<file path="config.mk">
export PLATFORM = sky130hd
export DESIGN_NAME = ica_top
export DESIGN_NICKNAME = d
export VERILOG_FILES = /design/src/common/ica_pkg.sv /design/src/core/ica_cal_slot.sv /design/src/core/ica_top.sv
export SDC_FILE = /design/constraint.sdc
export NUM_CORES = 2
export LEC_CHECK = 0
export ABC_AREA = 0
export BUFFER_PORTS_ARGS = -buffer_cell sky130_fd_sc_hd__buf_2
export CAP_MARGIN = 15
export CORE_MARGIN = 10
export CORE_UTILIZATION = 50
export CTS_BUF_LIST = sky130_fd_sc_hd__clkbuf_4 sky130_fd_sc_hd__clkbuf_8
export DETAILED_ROUTE_END_ITERATION = 16
export PLACE_DENSITY = 0.69
export SETUP_SLACK_MARGIN = 0.2
export SYNTH_ARGS = -nofsm -noshare
export SYNTH_HDL_FRONTEND = slang
export SYNTH_SLANG_ARGS = --single-unit
</file>
<file path="constraint.sdc">
create_clock -name core_clk -period 12.35 [get_ports core_clk]
set_input_delay 1.235 -clock core_clk [delete_from_list [all_inputs] [get_ports core_clk]]
set_output_delay 1.235 -clock core_clk [all_outputs]
set_load 0.01 [all_outputs]
</file>
<file path="src/common/ica_pkg.sv">
package ica_pkg;

	localparam int ICA_NCH = 6;
	localparam int ICA_DW = 16;
	localparam int ICA_RW = 3;
	localparam int ICA_NRANGE = 8;
	localparam int ICA_GROUP = 3;
	localparam int ICA_REFW = 32;

	// Holding register numbers
	localparam logic [15:0] ICA_REG_UNLOCK = 16'h0015;
	localparam logic [15:0] ICA_REG_ZERO = 16'h0016;
	localparam logic [15:0] ICA_REG_SPAN = 16'h0017;

	// Unlock key and relock value
	localparam logic [15:0] ICA_KEY = 16'h5E2A;
	localparam logic [15:0] ICA_RELOCK = 16'h0000;
	localparam logic [15:0] ICA_KEY_RST = 16'h0000;
	localparam logic [15:0] ICA_UNMAPPED = 16'h0000;

	// Coefficient reset values
	localparam logic [15:0] ICA_ZERO_RST = 16'h0000;
	localparam logic [15:0] ICA_FULL_SCALE_RST = 16'hFFFF;

	// Current-variant range codes
	localparam logic [2:0] ICA_CUR_0_20 = 3'h0;
	localparam logic [2:0] ICA_CUR_4_20 = 3'h1;
	localparam logic [2:0] ICA_CUR_0_11 = 3'h2;
	localparam logic [2:0] ICA_CUR_0_1 = 3'h3;

	// Endpoint references: nanoamps for current, microvolts for voltage
	function automatic logic signed [31:0] ica_ref(input logic cur, input logic [2:0] rng,
		input logic full_scale);
		logic signed [31:0] mag;
		mag = 32'sh0000_0000;
		if (cur) begin
			case (rng)
				ICA_CUR_0_11: mag = full_scale ? 32'sh00AA_70D0 : 32'sh000F_4240;
				ICA_CUR_0_1: mag = full_scale ? 32'sh000F_4240 : 32'sh0003_D090;
				default: mag = full_scale ? 32'sh0131_2D00 : 32'sh000F_4240;
			endcase
			return mag;
		end
		case (rng)
			3'h0: mag = 32'sh0098_9680;
			3'h1: mag = 32'sh004C_4B40;
			3'h2: mag = 32'sh0026_25A0;
			3'h3: mag = 32'sh0013_12D0;
			3'h4: mag = 32'sh0009_8968;
			3'h5: mag = 32'sh0004_C4B4;
			3'h6: mag = 32'sh0002_625A;
			default: mag = 32'sh0001_3132;
		endcase
		return full_scale ? mag : -mag;
	endfunction

endpackage

</file>
<file path="src/core/ica_cal_slot.sv">
`timescale 1ns/1ps
`default_nettype none

module ica_cal_slot #(
	parameter int DW = ica_pkg::ICA_DW,
	parameter int RW = ica_pkg::ICA_RW,
	parameter int NR = ica_pkg::ICA_NRANGE
) (
	input wire logic core_clk,
	input wire logic nrst,
	input wire logic ce,
	input wire logic wr_zero,
	input wire logic wr_span,
	input wire logic [RW-1:0] wr_range,
	input wire logic [DW-1:0] sample,
	input wire logic [RW-1:0] rd_range,
	output logic [DW-1:0] rd_zero,
	output logic [DW-1:0] rd_full_scale
);

	logic [DW-1:0] zero_mem [NR];
	logic [DW-1:0] full_scale_mem [NR];
	logic [DW-1:0] next_zero_mem [NR];
	logic [DW-1:0] next_full_scale_mem [NR];

	// Replace the endpoint of the selected range only
	always_comb begin
		next_zero_mem = zero_mem;
		next_full_scale_mem = full_scale_mem;
		if (ce && wr_zero) begin
			next_zero_mem[wr_range] = sample;
		end
		if (ce && wr_span) begin
			next_full_scale_mem[wr_range] = sample;
		end
	end

	always_ff @(posedge core_clk) begin
		if (!nrst) begin
			for (int r = 0; r < NR; r++) begin
				zero_mem[r] <= ica_pkg::ICA_ZERO_RST;
				full_scale_mem[r] <= ica_pkg::ICA_FULL_SCALE_RST;
			end
		end else begin
			zero_mem <= next_zero_mem;
			full_scale_mem <= next_full_scale_mem;
		end
	end

	// Unregistered read; the top registers it
	assign rd_zero = zero_mem[rd_range];
	assign rd_full_scale = full_scale_mem[rd_range];

endmodule

`default_nettype wire

</file>
<file path="src/core/ica_top.sv">
// Contract
// - Calibration registers stay locked until key 5E2A is written to unlock register.
// - Writing zero to unlock register (holding register 21) relocks calibration.
// - Zero command: 16-bit write, bit at channel number set, one channel.
// - Accepted command replaces that channel's zero or span coefficient for its selected range at once, no reset.
// - Span command: 16-bit write with only target channel bit set.
// - Current variant: 4-20mA shares the 0-20mA coefficients.
// - Current references: 1.0/20.0, 1.0/11.17, 0.25/1.00 mA.
// - Voltage references: negative and positive range limit, 10000 to 78.13 mV.
// - Channels 0-2 share one range, channels 3-5 another.
`timescale 1ns/1ps
`default_nettype none

module ica_top #(
	parameter int NCH = ica_pkg::ICA_NCH,
	parameter int DW = ica_pkg::ICA_DW
) (
	input wire logic core_clk,
	input wire logic nrst,
	input wire logic ce,
	input wire logic hr_wr,
	input wire logic hr_rd,
	input wire logic [15:0] hr_addr,
	input wire logic [15:0] hr_wdata,
	output logic [15:0] hr_rdata,
	output logic hr_rvalid,
	input wire logic current_variant,
	input wire logic [2:0] group0_range,
	input wire logic [2:0] group1_range,
	input wire logic [NCH*DW-1:0] adc_sample,
	input wire logic [2:0] rb_chan,
	input wire logic [2:0] rb_range,
	output logic [DW-1:0] rb_zero_coef,
	output logic [DW-1:0] rb_full_scale_coef,
	output logic cal_unlocked,
	output logic cal_update,
	output logic cal_span,
	output logic [2:0] cal_chan,
	output logic [2:0] cal_range,
	output logic signed [31:0] zero_endpoint_signal,
	output logic signed [31:0] full_scale_endpoint_signal
);

	// Returns {valid, channel}; valid only for exactly one bit among live channels
	// one-hot decode
	function automatic logic [3:0] chan_of(input logic [15:0] v);
		logic [3:0] res;
		int cnt;
		int pos;
		res = 4'h0;
		cnt = 0;
		pos = 0;
		for (int b = 0; b < 16; b++) begin
			if (v[b]) begin
				cnt++;
				pos = b;
			end
		end
		// Full position kept so bits 8 and up cannot alias onto a live channel
		res[2:0] = 3'(pos);
		res[3] = (cnt == 1) && (pos < NCH);
		return res;
	endfunction

	// Coefficient slot that a channel range selection maps to
	function automatic logic [2:0] eff_range(input logic cur, input logic [2:0] rng);
		return (cur && rng == ica_pkg::ICA_CUR_4_20) ? ica_pkg::ICA_CUR_0_20 : rng;
	endfunction

	logic [15:0] key_reg, next_key_reg;
	logic [3:0] dec;
	logic [2:0] grp_range, slot;
	logic is_zero, is_span, accept;
	logic [DW-1:0] slot_zero [NCH];
	logic [DW-1:0] slot_full_scale [NCH];
	logic [15:0] next_rdata;
	logic next_rvalid, next_unlocked, next_update, next_span;
	logic [2:0] next_chan, next_range;
	logic signed [31:0] next_zero_ref, next_full_scale_ref;
	logic [DW-1:0] next_rb_zero, next_rb_full_scale;

	// Command decode
	always_comb begin
		is_zero = hr_wr && hr_addr == ica_pkg::ICA_REG_ZERO;
		is_span = hr_wr && hr_addr == ica_pkg::ICA_REG_SPAN;
		dec = chan_of(hr_wdata);
		// lower three channels use group 0 range
		grp_range = (dec[2:0] < 3'(ica_pkg::ICA_GROUP)) ? group0_range : group1_range;
		slot = eff_range(current_variant, grp_range);
		// locked commands fall through; malformed value dropped
		accept = ce && (is_zero || is_span) && cal_unlocked && dec[3];
	end

	// Key register and all registered outputs
	always_comb begin
		next_key_reg = key_reg;
		// key stored, unlocking when it matches
		if (ce && hr_wr && hr_addr == ica_pkg::ICA_REG_UNLOCK) begin
			// zero (or any value other than the key) relocks
			next_key_reg = hr_wdata;
		end
		next_unlocked = next_key_reg == ica_pkg::ICA_KEY;
		// Zero and span read back as zero: they are write-only strobes
		next_rdata = (hr_addr == ica_pkg::ICA_REG_UNLOCK) ? key_reg : ica_pkg::ICA_UNMAPPED;
		next_rvalid = hr_rd;
		next_update = accept;
		next_span = accept ? is_span : cal_span;
		next_chan = accept ? dec[2:0] : cal_chan;
		next_range = accept ? slot : cal_range;
		next_zero_ref = accept ? ica_pkg::ica_ref(current_variant, slot, 1'b0)
			: zero_endpoint_signal;
		next_full_scale_ref = accept ? ica_pkg::ica_ref(current_variant, slot, 1'b1)
			: full_scale_endpoint_signal;
		next_rb_zero = (rb_chan < 3'(NCH)) ? slot_zero[rb_chan] : slot_zero[0];
		next_rb_full_scale = (rb_chan < 3'(NCH)) ? slot_full_scale[rb_chan]
			: slot_full_scale[0];
	end

	// Everything freezes with ce low so a host stall cannot drop a pulse
	always_ff @(posedge core_clk) begin
		if (!nrst) begin
			key_reg <= ica_pkg::ICA_KEY_RST;
			hr_rdata <= 16'h0000;
			hr_rvalid <= 1'b0;
			cal_unlocked <= 1'b0;
			cal_update <= 1'b0;
			cal_span <= 1'b0;
			cal_chan <= 3'h0;
			cal_range <= 3'h0;
			zero_endpoint_signal <= 32'sh0000_0000;
			full_scale_endpoint_signal <= 32'sh0000_0000;
			rb_zero_coef <= ica_pkg::ICA_ZERO_RST;
			rb_full_scale_coef <= ica_pkg::ICA_FULL_SCALE_RST;
		end else if (ce) begin
			key_reg <= next_key_reg;
			hr_rdata <= next_rdata;
			hr_rvalid <= next_rvalid;
			cal_unlocked <= next_unlocked;
			cal_update <= next_update;
			cal_span <= next_span;
			cal_chan <= next_chan;
			cal_range <= next_range;
			zero_endpoint_signal <= next_zero_ref;
			full_scale_endpoint_signal <= next_full_scale_ref;
			rb_zero_coef <= next_rb_zero;
			rb_full_scale_coef <= next_rb_full_scale;
		end
	end

	// One coefficient store per channel
	for (genvar i = 0; i < NCH; i++) begin : g_slot
		// coefficients replaced on the accepting edge
		ica_cal_slot #(.DW(DW)) u_slot (
			.core_clk(core_clk),
			.nrst(nrst),
			.ce(ce),
			.wr_zero(accept && is_zero && dec[2:0] == 3'(i)),
			.wr_span(accept && is_span && dec[2:0] == 3'(i)),
			.wr_range(slot),
			.sample(adc_sample[i*DW +: DW]),
			.rd_range(eff_range(current_variant, rb_range)),
			.rd_zero(slot_zero[i]),
			.rd_full_scale(slot_full_scale[i])
		);
	end
endmodule

`default_nettype wire

</file>
==> impl_metrics.toml <==
[logic_synthesis]
ys_types = 86
synth-async-reset-ratio = 0
yosysWarnings = 0
syn_area_per_cell_um2 = 10.2
seq_area_frac_synth = 0.430
synth_area_leaders = "dfxtp_1 43%, mux4_2 13%, mux2i_1 10%"
yosys.area.top_type = "dfxtp_1"
synth_top_cell_area_share = 0.430
synth_edf_count = 0
yosys_most_used_dff = "dfxtp_1"
yosysMostFrequentCell = "dfxtp_1"
yosys-top-cells-count = "1,664 x dfxtp_1, 1,260 x nand2_1, 794 x mux2i_1, 601 x nor2b_1, 489 x clkbuf_1"
synth_seq_cells = 1664
synthCells = 7564
syn_area_um2 = 77500

[clock_network]
post-cts-setup-buffer-count = 0
clkTransAtPathRegs_ps = 60
clk_path_buf_depth = 4
clk_latency_ps = 1030
cts_repair_resize_count = 0
cts_root_buf = "clkbuf_8"
cts_buffers = 294
cts_max_level = 5
tritoncts = "done"
clock-sinks = 1664
cts_hold_buffers = 0

[critical_path]
start_kind = "input pin"
critPathMaxFanout = 32
worstSetupPathType = "input pin to flip-flop"
max_stage_delay_ps = 530
cpMostUsedCell = "ha_1"
required_ps = 13300
crit_path_end_kind = "flip-flop"
slowest_stage = "nand2_1"
crit_arrival_ps = 12250

[layout]
fillCellCount = 13200
drive_above_1_share = 0.189
design_area_um2 = 85600
layout.nets = 7708
final_cells = 9787
final_util = 0.556
reg_top3 = "g_slot.u_slot.full_scale_mem x768, g_slot.u_slot.zero_mem x768, zero_endpoint_signal x31"
area_delta_synth_final_pct = 10.6

[timing]
whs_ps = 449
setup_violations = 0
fin_worst_skew_ps = 76.5
tns_ps = 0
rsz0062_at_grt = "false"
fmax_mhz = 88.5
hold_violations = 0
setup_ws_ps = 1050
fin_crit_sh = 0.915
slew_headroom = 0.133
fin_crit_ps = 11300
worst_pin_slew_ps = 1300
finalMaxSlewViolations = 0

[outcome]
status = "finished, final reports clean"

[floorplanning]
dieArea_um2 = 171000
start_util = 0.503
rows = 144
core_um2 = 154000
die_h_um = 414
chipWidth_um = 414
boundaryPins = 268

[drt]
vias = 59100
drc_errors = 0
postRouteAntennaNets = 0
via_per_inst = 6.04
first_iter_violations = 6003
finalWirelength_um = 246000
dr.pass1.iters = 6
wire_per_inst_um = 25.1

[power_and_ir_drop]
leakage_nw = 34.0
cellPowerDensity_nw_per_um2 = 135
power_mw = 11.5
vdd_drop_max_uv = 133

[run]
drv_cap = 0

[global_route]
grt_max_degree = 290
grt_overflow = 0
grt_usage = 0.278
first_global_vias = 57800
antenna_found_initial = 31
grt_pass1_wl_um = 368000

[placed_design]
globalplace.congestion = 0.878
place_area_um2 = 79700
dp_cells = 9294
dp_hpwl_um = 159000
dp_slack_ps = 245
port_buffers = 258

[hold_path]
hold_path_class = "flip-flop to flip-flop"
kinds of logic after synthesis:
group                      share of synthesized area
and+or+nand+nor                                0.191
DFF                                            0.430
muxes                                          0.231
AOI/OAI and AO/OA                             0.0957
buffers and inverters                         0.0440
xor gates and xnor gates                     0.00581
adders and majority gates                    0.00258
other                                      0.0000484
report_power, final:
| group | leakage (nW) | internal, mW | total, mW | switching [mW] |
|---|---|---|---|---|
| clock network | 3.16 | 2.97 | 5.23 | 2.26 |
| logic | 17.4 | 0.322 | 0.934 | 0.612 |
| registers | 13.4 | 5.37 | 5.38 | 0.00403 |
critical path: cells and delay by family:
kind / cells / cell delay, ps
AO/OA/AOI/OAI: 10 / 1880
XOR/XNOR: 1 / 300
adder cells (fa/ha/maj): 14 / 4260
buffers and inverters: 7 / 720
multiplexers: 5 / 1400
AND/OR/NAND/NOR: 13 / 2430
layout by cell type (no fill, tap or decap), drive strengths merged, types with 4 or more instances in the layout:
| master | instances |
|---|---|
| dfxtp | 1664 |
| nand2 | 1261 |
| mux2i | 794 |
| nor2b | 601 |
| clkbuf | 459 |
| mux4 | 436 |
| buf | 434 |
| a21boi | 404 |
| and3b | 306 |
| a31oi | 305 |
| a21oi | 192 |
| nand3 | 180 |
| nor3b | 146 |
| nor2 | 101 |
| a211oi | 74 |
| o21ai | 72 |
| and2 | 36 |
| inv | 29 |
| xnor2 | 28 |
| a22oi | 17 |
| ha | 16 |
| clkinv | 15 |
| nor3 | 13 |
| diode | 12 |
| o311ai | 12 |
| nand4 | 11 |
| mux2 | 10 |
| o211ai | 10 |
| and3 | 10 |
| conb | 9 |
| nor4 | 8 |
| xor2 | 7 |
| nand2b | 5 |
| nor4b | 5 |
| nand3b | 5 |
| or3 | 4 |
| o21a | 4 |
| or2 | 4 |
| o31a | 4 |
worst paths after layout:
| kind | endpoint | slack, ps | start | cells after the start |
|---|---|---|---|---|
| worst max register to register | g_slot[1].u_slot.full_scale_mem[43]$_SDFFE_PN1P_ | 9240 | cal_unlocked$_SDFFE_PN0P_ | 9 |
| worst min-delay path | g_slot[4].u_slot.zero_mem[76]$_SDFFE_PN0P_ | 450 | g_slot[4].u_slot.zero_mem[76]$_SDFFE_PN0P_ | 2 |
| worst max-delay path | g_slot[1].u_slot.full_scale_mem[43]$_SDFFE_PN1P_ | 1050 | hr_wdata[0] | 50 |
| worst min register to register | g_slot[4].u_slot.zero_mem[76]$_SDFFE_PN0P_ | 450 | g_slot[4].u_slot.zero_mem[76]$_SDFFE_PN0P_ | 2 |
per-layer routing:
| layer | vias up | part of all wire | global-route usage |
|---|---|---|---|
| met4 | 20 | 0.053 | 0.142 |
| met1 | 29300 | 0.41 | 0.362 |
| met5 | - | 0.00045 | 0 |
| met2 | 2390 | 0.45 | 0.433 |
| met3 | 593 | 0.084 | 0.0632 |
| li1 | 26800 | - | - |
final cells by class:
class / count / area, um^2 / share of cell area
Multi-Input combinational cell: 5124 / 40900 / 0.478
Sequential cell: 1664 / 33300 / 0.389
Clock buffer: 459 / 5710 / 0.0667
Timing Repair Buffer: 434 / 2830 / 0.0330
Tap cell: 2044 / 2560 / 0.0299
Clock inverter: 22 / 204 / 0.00238
Inverter: 28 / 105 / 0.00123
Antenna cell: 12 / 30.0 / 0.000351
Power figures use the tool's default switching activity.
